--- src/logic/pssl_pkg.sv ---
// Summary of operation
// events gather in an 8-bit packet sent every 1 to 10 us
// line stays low between packets until the interval expires
// interval expiry starts a packet with two high clocks
// eight packet bits follow one per clock, bit 7 first
// one high stop clock, then low until the next interval
// sent packet bits are cleared once the packet completes
// each marker or bit lasts one clock of the shared reference
// a set event bit stays set until the next packet completes
// repeats of an already flagged event change nothing
// distinct events each set their own bit and accumulate
// send only when interval expired and some bit is set
// receiver decodes each packet after its stop marker
// bit 7 flags a vertical sync pulse of the video output
// video bit sets in the same cycle as the vertical flag
// bit 6 flags a data cache miss, gated by its own enable
// receiver interrupt is a level held until its source clears
// bit 1 flags a memory address hit under base and mask
// receiver raises an interrupt on video bit when enabled
// receiver shows a status bit for a video retrace interrupt
// receiver needs two high samples after low to start
// receiver ignores bits 5..2 and 0, idles on bad stop
package pssl_pkg;

   // ------------------------------------------------------------
   // timing
   // ------------------------------------------------------------
   localparam int CLK_PERIOD_NS   = 25;
   localparam int INTERVAL_NS     = 5000;
   localparam int INTERVAL_CYCLES = INTERVAL_NS / CLK_PERIOD_NS;
   localparam logic [7:0] INTERVAL_RELOAD = 8'(INTERVAL_CYCLES - 1);

   // ------------------------------------------------------------
   // packet layout
   // ------------------------------------------------------------
   localparam int PKT_W       = 8;
   localparam int BIT_VIDEO   = 7;
   localparam int BIT_MISS    = 6;
   localparam int BIT_DECODE  = 1;
   localparam int ADDR_W      = 32;
   localparam logic [2:0] LAST_BIT_IDX = 3'h7;
   localparam logic [7:0] PKT_EMPTY    = 8'h00;

   typedef enum logic [2:0] {
      ST_IDLE, ST_START1, ST_START2, ST_DATA, ST_STOP
   } pssl_state_t;

   typedef struct packed {
      pssl_state_t        st;
      logic [7:0]         interval;
      logic [2:0]         bits_left;
      logic [PKT_W-1:0]   shift;
      logic [PKT_W-1:0]   pkt;
      logic [PKT_W-1:0]   sent;
      logic               line;
      logic               vflag;
      logic               done;
   } pssl_regs_t;

endpackage : pssl_pkg

--- src/logic/pssl_tx.sv ---
`timescale 1ns/10ps
module pssl_tx (
   input  wire logic                          SYS_CLK,           // 40 MHz
   input  wire logic                          RST_N,             // async reset
   input  wire logic                          VSYNC_EVENT,       // vsync pulse
   input  wire logic                          VERT_INT_ENABLE,   // flag enable
   input  wire logic                          VERT_INT_CLEAR,    // flag clear
   input  wire logic                          MISS_EVENT,        // l1 miss
   input  wire logic                          MISS_IS_FETCH,     // fetch miss
   input  wire logic                          POWER_MGMT_EVENT_ENABLE, // gate
   input  wire logic                          MEM_ACCESS,        // access strb
   input  wire logic [pssl_pkg::ADDR_W-1:0]   MEM_ADDR,          // address
   input  wire logic [pssl_pkg::ADDR_W-1:0]   DECODE_BASE_VALUE, // base
   input  wire logic [pssl_pkg::ADDR_W-1:0]   DECODE_MASK_VALUE, // mask
   output logic                               PROC_STATUS_SERIAL_LINE, // out
   output logic                               VERTICAL_INTERRUPT_FLAG, // flag
   output logic                               PACKET_DONE        // pulse
);

   // ------------------------------------------------------------
   // event decode
   // ------------------------------------------------------------
   function automatic logic addr_hit(input logic [pssl_pkg::ADDR_W-1:0] a,
                                     input logic [pssl_pkg::ADDR_W-1:0] b,
                                     input logic [pssl_pkg::ADDR_W-1:0] m);
      addr_hit = (((a ^ b) & m) == '0);
   endfunction : addr_hit

   pssl_pkg::pssl_regs_t        s;
   pssl_pkg::pssl_regs_t        next_s;
   logic [pssl_pkg::PKT_W-1:0]  ev;
   logic                        expired;
   logic                        start_now;

   // each source owns one bit, so distinct events accumulate
   always_comb begin
      ev = pssl_pkg::PKT_EMPTY;
      ev[pssl_pkg::BIT_VIDEO]  = VSYNC_EVENT;
      ev[pssl_pkg::BIT_MISS]   = MISS_EVENT && !MISS_IS_FETCH &&
                                 POWER_MGMT_EVENT_ENABLE;
      ev[pssl_pkg::BIT_DECODE] = MEM_ACCESS &&
                                 addr_hit(MEM_ADDR, DECODE_BASE_VALUE,
                                          DECODE_MASK_VALUE);
   end

   assign expired   = (s.interval == 8'h00);
   assign start_now = (s.st == pssl_pkg::ST_IDLE) && expired &&
                      (s.pkt != pssl_pkg::PKT_EMPTY);

   // ------------------------------------------------------------
   // next state
   // ------------------------------------------------------------
   always_comb begin
      next_s = s;
      next_s.done = 1'b0;
      // or-in makes repeats harmless and bits sticky
      next_s.pkt = s.pkt | ev;
      // flag sets with the video bit; set wins over clear
      next_s.vflag = VSYNC_EVENT | (s.vflag & ~VERT_INT_CLEAR);
      case (s.st)
         pssl_pkg::ST_IDLE: begin
            next_s.line = 1'b0;
            if (!expired) begin
               next_s.interval = s.interval - 8'h01;
            end
            if (start_now) begin
               next_s.st    = pssl_pkg::ST_START1;
               next_s.line  = 1'b1;
               next_s.shift = s.pkt;
               next_s.sent  = s.pkt;
            end
         end
         pssl_pkg::ST_START1: begin
            next_s.st   = pssl_pkg::ST_START2;
            next_s.line = 1'b1;
         end
         pssl_pkg::ST_START2: begin
            next_s.st        = pssl_pkg::ST_DATA;
            next_s.line      = s.shift[pssl_pkg::PKT_W-1];
            next_s.shift     = {s.shift[pssl_pkg::PKT_W-2:0], 1'b0};
            next_s.bits_left = pssl_pkg::LAST_BIT_IDX;
         end
         pssl_pkg::ST_DATA: begin
            // one bit per clock of the shared reference
            if (s.bits_left == 3'h0) begin
               next_s.st   = pssl_pkg::ST_STOP;
               next_s.line = 1'b1;
            end else begin
               next_s.line      = s.shift[pssl_pkg::PKT_W-1];
               next_s.shift     = {s.shift[pssl_pkg::PKT_W-2:0], 1'b0};
               next_s.bits_left = s.bits_left - 3'h1;
            end
         end
         pssl_pkg::ST_STOP: begin
            next_s.st       = pssl_pkg::ST_IDLE;
            next_s.line     = 1'b0;
            next_s.interval = pssl_pkg::INTERVAL_RELOAD;
            next_s.done     = 1'b1;
            // only sent bits clear, so mid-frame events on unsent bits survive
            next_s.pkt      = (s.pkt & ~s.sent) | ev;
         end
         default: begin
            next_s.st   = pssl_pkg::ST_IDLE;
            next_s.line = 1'b0;
         end
      endcase
   end

   // ------------------------------------------------------------
   // state register
   // ------------------------------------------------------------
   always_ff @(posedge SYS_CLK or negedge RST_N) begin
      if (!RST_N) begin
         s           <= '0;
         s.st        <= pssl_pkg::ST_IDLE;
         s.interval  <= pssl_pkg::INTERVAL_RELOAD;
      end else begin
         s <= next_s;
      end
   end

   assign PROC_STATUS_SERIAL_LINE = s.line;
   assign VERTICAL_INTERRUPT_FLAG = s.vflag;
   assign PACKET_DONE             = s.done;

   // ------------------------------------------------------------
   // checks
   // ------------------------------------------------------------
   logic pkt7;
   logic pkt0;
   assign pkt7 = s.pkt[pssl_pkg::BIT_VIDEO];
   assign pkt0 = s.pkt[0];

   // ------------------------------------------------------------
   // packet and flag checks
   // ------------------------------------------------------------
   // reserved bits have no source; a set one means a stray write
   localparam logic [pssl_pkg::PKT_W-1:0] USED_BITS =
      (8'h01 << pssl_pkg::BIT_VIDEO) | (8'h01 << pssl_pkg::BIT_MISS) |
      (8'h01 << pssl_pkg::BIT_DECODE);
endmodule : pssl_tx

--- config.mk ---
export PLATFORM = sky130hd
export DESIGN_NAME = pssl_tx
export DESIGN_NICKNAME = d
export VERILOG_FILES = /design/src/logic/pssl_pkg.sv /design/src/logic/pssl_tx.sv
export SDC_FILE = /design/constraint.sdc
export NUM_CORES = 1
export LEC_CHECK = 0
export BUFFER_PORTS_ARGS = -buffer_cell sky130_fd_sc_hd__buf_4
export CAP_MARGIN = 15
export CORE_MARGIN = 1
export CORE_UTILIZATION = 50
export DETAILED_ROUTE_END_ITERATION = 8
export PLACE_DENSITY = 0.83
export SYNTH_ARGS = -nofsm -noshare
export SYNTH_HDL_FRONTEND = slang
export SYNTH_SLANG_ARGS = --single-unit
--- constraint.sdc ---
create_clock -name SYS_CLK -period 4.4 [get_ports SYS_CLK]
set_input_delay 0 -clock SYS_CLK [delete_from_list [all_inputs] [get_ports SYS_CLK]]
set_output_delay 0 -clock SYS_CLK [all_outputs]
set_load 0.01 [all_outputs]
==> impl_metrics.env, run 1 <==
export IMPL_async_flop_share_pct=100
export IMPL_cts_setup_buffers=0
export IMPL_routed_via_density=5.21
export IMPL_drive_gt1_share_pct=39.9
export IMPL_post_place_ws_ns=1.93
export IMPL_placed_area_mm2=0.00307
export IMPL_gp_congestion=0.785
export IMPL_grt_max_degree=42
export IMPL_num_antenna_cells=0
export IMPL_ioPinCount=108
export IMPL_synth_top_area_cell="dfrtp_1"
export IMPL_status="complete, no violations"
export IMPL_cap_violations=0
export IMPL_synth_fp_nets=327
export IMPL_clk_latency_ns=0.29
export IMPL_worstHoldPathType="input port to flop"
export IMPL_dpl_hpwl_um=4470
export IMPL_grt_usage_pct=24.2
export IMPL_finalNetCount=439
export IMPL_die_h_um=69.0
export IMPL_required_ns=4.58
export IMPL_hold_path_end="s[12]"
export IMPL_clock_skew_ns=0.00270
export IMPL_numCtsBuffers=5
export IMPL_hold_depth=4
export IMPL_fin_ws_ns=1.93
export IMPL_dr_pass1_iters=4
export IMPL_netlist_instances=219
export IMPL_crit_path_start_kind="flop"
export IMPL_final_max_slew_viol_count=0
export IMPL_fin_crit_sh_pct=56.1
export IMPL_r2r_start="s[30]"
export IMPL_cp_slowest_cell="nor4_4"
export IMPL_cts_resized=0
export IMPL_fmax_mhz=405
export IMPL_cts_buffer_depth=2
export IMPL_rrSetupSlack_ns=1.93
export IMPL_die_x_um=69.0
export IMPL_yosysTopAreaCellShare_pct=40.1
export IMPL_grt_pass1_wl_um=9110
export IMPL_ys_warn_count=0
export IMPL_tightest_slew_ns=0.663
export IMPL_leakagePower_uw=0.00158
export IMPL_ant_nets=0
export IMPL_worstPathArrival_ns=2.64
export IMPL_path_max_fanout=9
export IMPL_cpPeakStageDelay_ns=0.50
export IMPL_core_area_mm2=0.00432
export IMPL_syn_area_per_cell_um2=10.3
export IMPL_via_count=1996
export IMPL_reg2reg_depth=6
export IMPL_postCtsHoldBufs=6
export IMPL_start_util_pct=51.9
export IMPL_grt_ovfl_total=0
export IMPL_hold_ws_ns=0.0232
export IMPL_antenna_found_initial=0
export IMPL_final_common_cell="buf_4"
export IMPL_pwr_density_cell_mw_per_mm2=245
export IMPL_ir_worst_vdd_uv=106
export IMPL_end_kind="flop"
export IMPL_rsz0062_at_grt="no"
export IMPL_drcViolationCount=0
export IMPL_grt_pass1_vias=2034
export IMPL_synth_area_mm2=0.00225
export IMPL_wl_per_cell_um=14.6
export IMPL_cts_tree="built"
export IMPL_worstSetupPathType="flop to flop"
export IMPL_slew_headroom_pct=55.8
export IMPL_wirelength_um=5590
export IMPL_finalInstanceArea_mm2=0.00324
export IMPL_most_common_layout_cells="buf_4, xor2_1, dfrtp_1"
export IMPL_yosys_cell_types_count=38
export IMPL_crit_chain="inv_1 -> ha_1 -> or4b_4 -> a211o_2 -> nor4_4 -> mux2_2"
export IMPL_cts_htree_levels=2
export IMPL_clk_pin_slew_ns=0.08
export IMPL_clockRootBuffer="clkbuf_8"
export IMPL_synth_edf_count=0
export IMPL_setup_viol=0
export IMPL_netlist_top_cells_area="dfrtp_1, xor2_1, dfstp_2, nand2_1, mux2_2"
export IMPL_hp_start="DECODE_MASK_VALUE[30]"
export IMPL_areaGrowthSynthToFinish_pct=44.1
export IMPL_period_needed_ns=2.47
export IMPL_power_uw=794
export IMPL_synth_top_flop_cell="dfrtp_1"
export IMPL_yosysSeqAreaShare_pct=46.0
export IMPL_io_buffers=106
export IMPL_num_rows=24
export IMPL_finalHoldViolCount=0
export IMPL_ys_ff_latch=41
export IMPL_die_area_mm2=0.00476
export IMPL_reg2reg_to="s[7]"
export IMPL_cts_sinks=41
export IMPL_tns_ns=0
export IMPL_first_iter_violations=69
==> cell families (layout without fill, tap and decap cells) <==
kind of cell | count (synthesis) | after routing | synth area share [%]
and+or+nand+nor | 68 | 68 | 14.5
adders and majority gates | 3 | 3 | 1.67
muxes | 8 | 8 | 4.01
xor gates and xnor gates | 39 | 39 | 15.2
AOI/OAI and AO/OA | 45 | 45 | 15.8
DFF | 41 | 41 | 46.0
buffers and inverters | 15 | 127 | 2.90
==> state kept, by name, summed over array words and instances, names as in the netlist <==
signal and cells:
VERTICAL_INTERRUPT_FLAG 1, pkt0 1, pkt7 1, s 36, PROC_STATUS_SERIAL_LINE 1, PACKET_DONE 1
==> power by group <==
part,switching (uW),internal (uW)
logic,41.5,83.9
registers,0.781,378
clock network,125,165
total,167,627
==> layer usage <==
metal  up-vias  part of all wire (%)  GRT usage (%)
met1       921                    39           27.0
li1        989                     -              -
met3         9                   6.0           7.02
met5         -                     0              0
met4         0                   1.6           7.94
met2        77                    53           43.8
==> worst max-delay path by stage <==
stage                from     to
finish              s[30]   s[7]
floorplan           s[30]  s[10]
detailed placement  s[30]   s[7]
global route        s[38]  s[17]
CTS                 s[30]   s[7]
global placement    s[30]   s[9]
==> per-stage QoR <==
step	cells	util, %
after global placement	370	71.0
after global routing	383	74.8
after CTS	383	74.8
after floorplan	219	-
after detailed placement	370	71.0
final	383	74.8
==> synth_stat cells (3+ instances only) <==
master / n
nor2_1: 16
a22o_1: 5
a22oi_1: 5
inv_1: 8
mux2_2: 8
o21ai_0: 3
dfrtp_1: 36
a21o_1: 3
dfstp_2: 5
nand4_1: 4
xor2_1: 37
ha_1: 3
a21boi_0: 5
a31oi_1: 8
a221oi_1: 6
nand2_1: 32
clkbuf_1: 5
nor3_1: 3
==> area by class of cell <==
class | instances | area, um^2
multi-input combinational | 163 | 1150
fill | 304 | 1090
sequential | 41 | 1030
timing repair buffer | 112 | 856
clock buffer | 5 | 68.8
tap | 52 | 65.1
clock inverter | 2 | 35.0
inverter | 8 | 30.0
==> critical path: cells and delay by family (launching register included) <==
kind | cells | cell delay, ns
compound gates | 1 | 0.33
flops | 1 | 0.38
buf+inv | 1 | 0.08
mux | 1 | 0.41
fa+ha+maj | 1 | 0.17
simple gates | 2 | 0.99
Note: power is estimated with default switching activity, not from simulation.
==> run 2: changes to the inputs <==
--- a/config.mk
+++ b/config.mk
@@ -5,12 +5,13 @@
 export SDC_FILE = /design/constraint.sdc
 export NUM_CORES = 1
 export LEC_CHECK = 0
+export ABC_AREA = 1
 export BUFFER_PORTS_ARGS = -buffer_cell sky130_fd_sc_hd__buf_4
 export CAP_MARGIN = 15
 export CORE_MARGIN = 1
-export CORE_UTILIZATION = 50
+export CORE_UTILIZATION = 49
 export DETAILED_ROUTE_END_ITERATION = 8
-export PLACE_DENSITY = 0.83
+export PLACE_DENSITY = 0.78
 export SYNTH_ARGS = -nofsm -noshare
 export SYNTH_HDL_FRONTEND = slang
 export SYNTH_SLANG_ARGS = --single-unit
==> constraint.sdc (replaced) <==
create_clock -name SYS_CLK -period 2.4 [get_ports SYS_CLK]
set_input_delay 0 -clock SYS_CLK [delete_from_list [all_inputs] [get_ports SYS_CLK]]
set_output_delay 0 -clock SYS_CLK [all_outputs]
set_load 0.01 [all_outputs]
==> impl_metrics.env, run 2 <==
export IMPL_grt_max_degree=42
export IMPL_place_inst=560
export IMPL_end_kind="flop"
export IMPL_largest_register="s"
export IMPL_routed_via_density=4.79
export IMPL_route_met3_wl_um=368
export IMPL_setup_viol=0
export IMPL_hp_start="DECODE_MASK_VALUE[17]"
export IMPL_cpPeakStageDelay_ns=0.55
export IMPL_rsz0062_at_grt="no"
export IMPL_hold_ws_ns=0.116
export IMPL_synth_area_mm2=0.00264
export IMPL_first_iter_violations=97
export IMPL_ioPinCount=108
export IMPL_tightest_slew_ns=0.492
export IMPL_netlist_instances=387
export IMPL_clk_latency_ns=0.29
export IMPL_via_count=2751
export IMPL_ant_nets=0
export IMPL_r2r_start="s[38]"
export IMPL_crit_chain="nor2_1 -> nand2_1 -> inv_1 -> nand2_1 -> a32o_1 -> dlygate4sd3_1"
export IMPL_met1_length_um=2360
export IMPL_hold_path_end="s[12]"
export IMPL_async_flop_share_pct=100
export IMPL_finalNetCount=611
export IMPL_cpMostUsedCell="nand2_1"
export IMPL_wirelength_um=6130
export IMPL_cts_buffer_depth=2
export IMPL_die_x_um=75.4
export IMPL_power_uw=1420
export IMPL_synthMostInstantiatedCell="nand2_1"
export IMPL_highest_layer="met4"
export IMPL_areaGrowthSynthToFinish_pct=38.9
export IMPL_synth_top_area_cell="dfrtp_1"
export IMPL_syn_area_per_cell_um2=6.82
export IMPL_grt_ovfl_total=0
export IMPL_die_area_mm2=0.00569
export IMPL_ir_worst_vdd_uv=207
export IMPL_drive_gt1_share_pct=29.2
export IMPL_cts_tree="built"
export IMPL_cp_top_family="buffers and inverters"
export IMPL_final_max_slew_viol_count=0
export IMPL_die_h_um=75.4
export IMPL_worstPathArrival_ns=2.30
export IMPL_synth_common_cells="nand2_1, inv_1, nand3_1, dfrtp_1, o21ai_0"
export IMPL_pwr_density_cell_mw_per_mm2=386
export IMPL_reg2reg_depth=6
export IMPL_grt_pass1_wl_um=10500
export IMPL_dpl_hpwl_um=5000
export IMPL_netlist_top_cells_area="dfrtp_1, nand2_1, inv_1, nand3_1, dfstp_2"
export IMPL_rrSetupSlack_ns=0.28
export IMPL_largest_register_ffs=36
export IMPL_tns_ns=0
export IMPL_drcViolationCount=0
export IMPL_synth_edf_count=0
export IMPL_finalInstanceArea_mm2=0.00367
export IMPL_yosysTopAreaCellShare_pct=34.1
export IMPL_cts_htree_levels=2
export IMPL_reg2reg_to="s[17]"
export IMPL_worstSetupPathType="flop to flop"
export IMPL_wl_per_cell_um=10.7
export IMPL_gp_congestion=0.824
export IMPL_status="complete, no violations"
export IMPL_period_needed_ns=2.12
export IMPL_synth_top_flop_cell="dfrtp_1"
export IMPL_grt_usage_pct=23.9
export IMPL_crit_path_start_kind="flop"
export IMPL_met2_length_um=3200
export IMPL_leakagePower_uw=0.00209
export IMPL_num_antenna_cells=0
export IMPL_clockRootBuffer="clkbuf_8"
export IMPL_yosysSeqAreaShare_pct=39.1
export IMPL_clk_pin_slew_ns=0.08
export IMPL_required_ns=2.58
export IMPL_cap_violations=0
export IMPL_ys_ff_latch=41
export IMPL_clock_skew_ns=0.00836
export IMPL_slew_headroom_pct=67.2
export IMPL_start_util_pct=51.4
export IMPL_cp_slowest_cell="dlygate4sd3_1"
export IMPL_cts_sinks=41
export IMPL_fin_crit_sh_pct=88.5
export IMPL_synth_fp_nets=495
export IMPL_numCtsBuffers=5
export IMPL_grt_pass1_vias=2584
export IMPL_finalNonFillerCells=574
export IMPL_fmax_mhz=471
export IMPL_hold_depth=6
export IMPL_finalHoldViolCount=0
export IMPL_dr_pass1_iters=4
export IMPL_io_buffers=106
export IMPL_yosys_cell_types_count=29
export IMPL_antenna_found_initial=0
export IMPL_final_common_cell="nand2_1"
export IMPL_core_area_mm2=0.00514
export IMPL_placed_area_mm2=0.00351
export IMPL_num_rows=26
export IMPL_most_common_layout_cells="nand2_1, buf_4, inv_1"
export IMPL_critPathBufInv=2
export IMPL_worstHoldPathType="input port to flop"
export IMPL_path_max_fanout=14
export IMPL_num_fill_cells=445
export IMPL_ys_warn_count=0
==> run 2: final cells by class <==
class | count | area (um^2) | share of cell area, %
clock inverters | 1 | 5.00 | 0.136
multi-input cells | 260 | 1270 | 34.8
well taps | 70 | 87.6 | 2.39
repair buffers | 113 | 863 | 23.5
flip-flops and latches | 41 | 1030 | 28.1
clock buffers | 7 | 96.3 | 2.63
inverters | 82 | 308 | 8.39
==> run 2: stage by stage <==
stage	worst slack, ns	utilization [%]
after CTS	0.303	71.3
after floorplan	0.934	-
after detailed placement	0.676	68.2
after global placement	0.700	68.2
final	0.276	71.3
after global routing	0.115	71.3
==> run 2: kinds of logic (layout without fill, tap and decap cells) <==
group	count (synthesis)	in the layout	share of synthesized area (%)
compound gates	41	41	9.43
xor+xnor	2	2	0.664
fa+ha+maj	3	3	1.42
buf+inv	86	203	12.6
flops	41	41	39.1
simple gates	214	214	36.8
==> run 2: how the worst max path moves through the flow <==
stage          startpoint  endpoint  slack [ns]  cells after the start
2_1_floorplan       s[30]     s[35]        0.93                      8
3_3_place_gp        s[30]      s[6]        0.70                      7
3_5_place_dp        s[30]      s[5]        0.68                      7
4_1_cts             s[38]     s[17]        0.30                      6
5_1_grt             s[38]     s[17]        0.11                      6
6_report            s[38]     s[17]        0.28                      6
==> run 2: report_power, final <==
part / switching, uW / leakage, uW / internal (uW)
Sequential: 0.860 / 0.000526 / 693
Clock: 219 / 0.0000542 / 260
Combinational: 92.4 / 0.00151 / 151
Total: 312 / 0.00209 / 1100
==> run 2: what timing repair did <==
item | CTS | global route
hold buffers | 6 | 0
endpoints found under the hold margin | 39 | 0
buffers inserted | 0 | 0
resized for setup | 0 | 0
==> run 2: worst min-delay path, stage by stage <==
cell and delay, ns:
buf_4 0.08, nand3_1 0.06, nand4_1 0.07, nor2_1 0.04
nand3_1 0.07, nand2_1 0.05
==> run 2: layer usage <==
layer | track usage [%] | vias up
met5 | 0 | -
met4 | 11.7 | 0
met3 | 5.82 | 19
met2 | 43.0 | 93
met1 | 26.5 | 1208
li1 | - | 1431
==> run 3: changes to the inputs <==
--- a/config.mk
+++ b/config.mk
@@ -10,6 +10,7 @@
 export CAP_MARGIN = 15
 export CORE_MARGIN = 1
 export CORE_UTILIZATION = 49
+export CTS_BUF_LIST = sky130_fd_sc_hd__clkbuf_16
 export DETAILED_ROUTE_END_ITERATION = 8
 export PLACE_DENSITY = 0.78
 export SYNTH_ARGS = -nofsm -noshare
==> impl_metrics.env, run 3 (synthesized netlist as in run 2, its figures left out) <==
export IMPL_finalNetCount=611
export IMPL_gp_congestion=0.824
export IMPL_reg2reg_depth=6
export IMPL_hold_ws_ns=0.122
export IMPL_fmax_mhz=461
export IMPL_grt_busiest_layer="met2"
export IMPL_grt_pass1_wl_um=10400
export IMPL_die_area_mm2=0.00569
export IMPL_finalHoldViolCount=0
export IMPL_end_kind="flop"
export IMPL_dr_pass1_iters=4
export IMPL_num_antenna_cells=0
export IMPL_ioPinCount=108
export IMPL_reg2reg_to="s[17]"
export IMPL_most_common_layout_cells="nand2_1, buf_4, inv_1"
export IMPL_crit_path_start_kind="flop"
export IMPL_ant_nets=0
export IMPL_rrSetupSlack_ns=0.23
export IMPL_largest_register_ffs=36
export IMPL_largest_register="s"
export IMPL_cpPeakStageDelay_ns=0.57
export IMPL_grt_ovfl_total=0
export IMPL_clock_skew_ns=0.00320
export IMPL_hold_path_end="s[12]"
export IMPL_rsz0062_at_grt="no"
export IMPL_clk_latency_ns=0.28
export IMPL_grt_pass1_vias=2626
export IMPL_fin_crit_sh_pct=90.4
export IMPL_period_needed_ns=2.17
export IMPL_final_max_slew_viol_count=0
export IMPL_worstSetupPathType="flop to flop"
export IMPL_start_util_pct=51.4
export IMPL_finalInstanceArea_mm2=0.00370
export IMPL_hold_depth=6
export IMPL_die_h_um=75.4
export IMPL_cpMostUsedCell="nand2_1"
export IMPL_dpl_hpwl_um=5000
export IMPL_hp_start="DECODE_MASK_VALUE[17]"
export IMPL_r2r_start="s[38]"
export IMPL_grt_use_met2_pct=43.2
export IMPL_slew_headroom_pct=67.3
export IMPL_pwr_density_cell_mw_per_mm2=419
export IMPL_cts_sinks=41
export IMPL_routed_via_density=4.85
export IMPL_wirelength_um=6200
export IMPL_cts_tree="built"
export IMPL_first_iter_violations=99
export IMPL_cts_htree_levels=2
export IMPL_path_max_fanout=14
export IMPL_die_x_um=75.4
export IMPL_wl_per_cell_um=10.8
export IMPL_placed_area_mm2=0.00351
export IMPL_core_area_mm2=0.00514
export IMPL_worstHoldPathType="input port to flop"
export IMPL_status="complete, no violations"
export IMPL_drcViolationCount=0
export IMPL_via_count=2785
export IMPL_cts_setup_buffers=0
export IMPL_drive_gt1_share_pct=28.8
export IMPL_ir_worst_vdd_uv=250
export IMPL_clk_pin_slew_ns=0.06
export IMPL_tns_ns=0
export IMPL_num_rows=26
export IMPL_final_common_cell="nand2_1"
export IMPL_use_met3_pct=6.61
export IMPL_met1_usage_pct=25.6
export IMPL_cp_slowest_cell="dlygate4sd3_1"
export IMPL_io_buffers=106
export IMPL_required_ns=2.55
export IMPL_grt_max_degree=42
export IMPL_crit_chain="nor2_1 -> nand2_1 -> inv_1 -> nand2_1 -> a32o_1 -> dlygate4sd3_1"
export IMPL_areaGrowthSynthToFinish_pct=40.3
export IMPL_antenna_found_initial=0
export IMPL_worstPathArrival_ns=2.32
export IMPL_numCtsBuffers=5
export IMPL_leakagePower_uw=0.00211
export IMPL_grt_usage_pct=23.8
export IMPL_clockRootBuffer="clkbuf_16"
export IMPL_setup_viol=0
export IMPL_cap_violations=0
export IMPL_cts_buffer_depth=2
export IMPL_tightest_slew_ns=0.490
-- run 3: cell types whose count changed in the layout (fill, tap and decap cells not counted), sizes merged --
cell / delta
clkinv: +2
clkbuf: -2
-- run 3: what timing repair did --
item | CTS | global route
gates resized for setup | 0 | 0
endpoints found under the hold margin | 39 | 0
hold buffers | 6 | 0
-- run 3: metal layers --
| layer | vias up | wire length [um] |
|---|---|---|
| li1 | 1437 | - |
| met1 | 1249 | 2420 |
| met2 | 81 | 3270 |
| met3 | 18 | 354 |
| met4 | 0 | 161 |
| met5 | - | 0 |
-- run 3: worst max path at each step --
| stage | end | from | slack, ns | cells past startpoint |
|---|---|---|---|---|
| after detailed placement | s[5] | s[30] | 0.68 | 7 |
| after CTS | s[17] | s[38] | 0.29 | 6 |
| after global placement | s[6] | s[30] | 0.70 | 7 |
| after floorplan | s[35] | s[30] | 0.93 | 8 |
| final | s[17] | s[38] | 0.23 | 6 |
| after global routing | s[17] | s[38] | 0.14 | 6 |
-- run 3: through the flow --
step           utilization [%]  worst slack, ns  std cells  power (uW)
2_1_floorplan                -            0.934        387         783
3_3_place_gp              68.2            0.700        560         938
3_5_place_dp              68.2            0.676        560         945
4_1_cts                   72.1            0.288        574        1560
5_1_grt                   72.1            0.138        574        1620
6_report                  72.1            0.231        574        1550
-- run 3: area by class of cell --
| type | instances | area (um^2) |
|---|---|---|
| Tap cell | 70 | 87.6 |
| Fill cell | 442 | 1440 |
| Multi-Input combinational cell | 260 | 1270 |
| Sequential cell | 41 | 1030 |
| Timing Repair Buffer | 113 | 863 |
| Clock buffer | 5 | 125 |
| Clock inverter | 3 | 12.5 |
| Inverter | 82 | 308 |
-- run 3: where the power goes --
group | internal, uW | switching [uW] | total [uW]
combinational | 151 | 92.5 | 244
clock | 375 | 238 | 613
sequential | 694 | 0.877 | 695
total | 1220 | 332 | 1550
-- run 3: worst max-delay path: cells and delay by family, from the launching register on --
kind | cells | cell delay [ns]
AND/OR/NAND/NOR | 3 | 0.44
flip-flops | 1 | 0.41
buffers and inverters | 2 | 0.97
AO/OA/AOI/OAI | 1 | 0.22
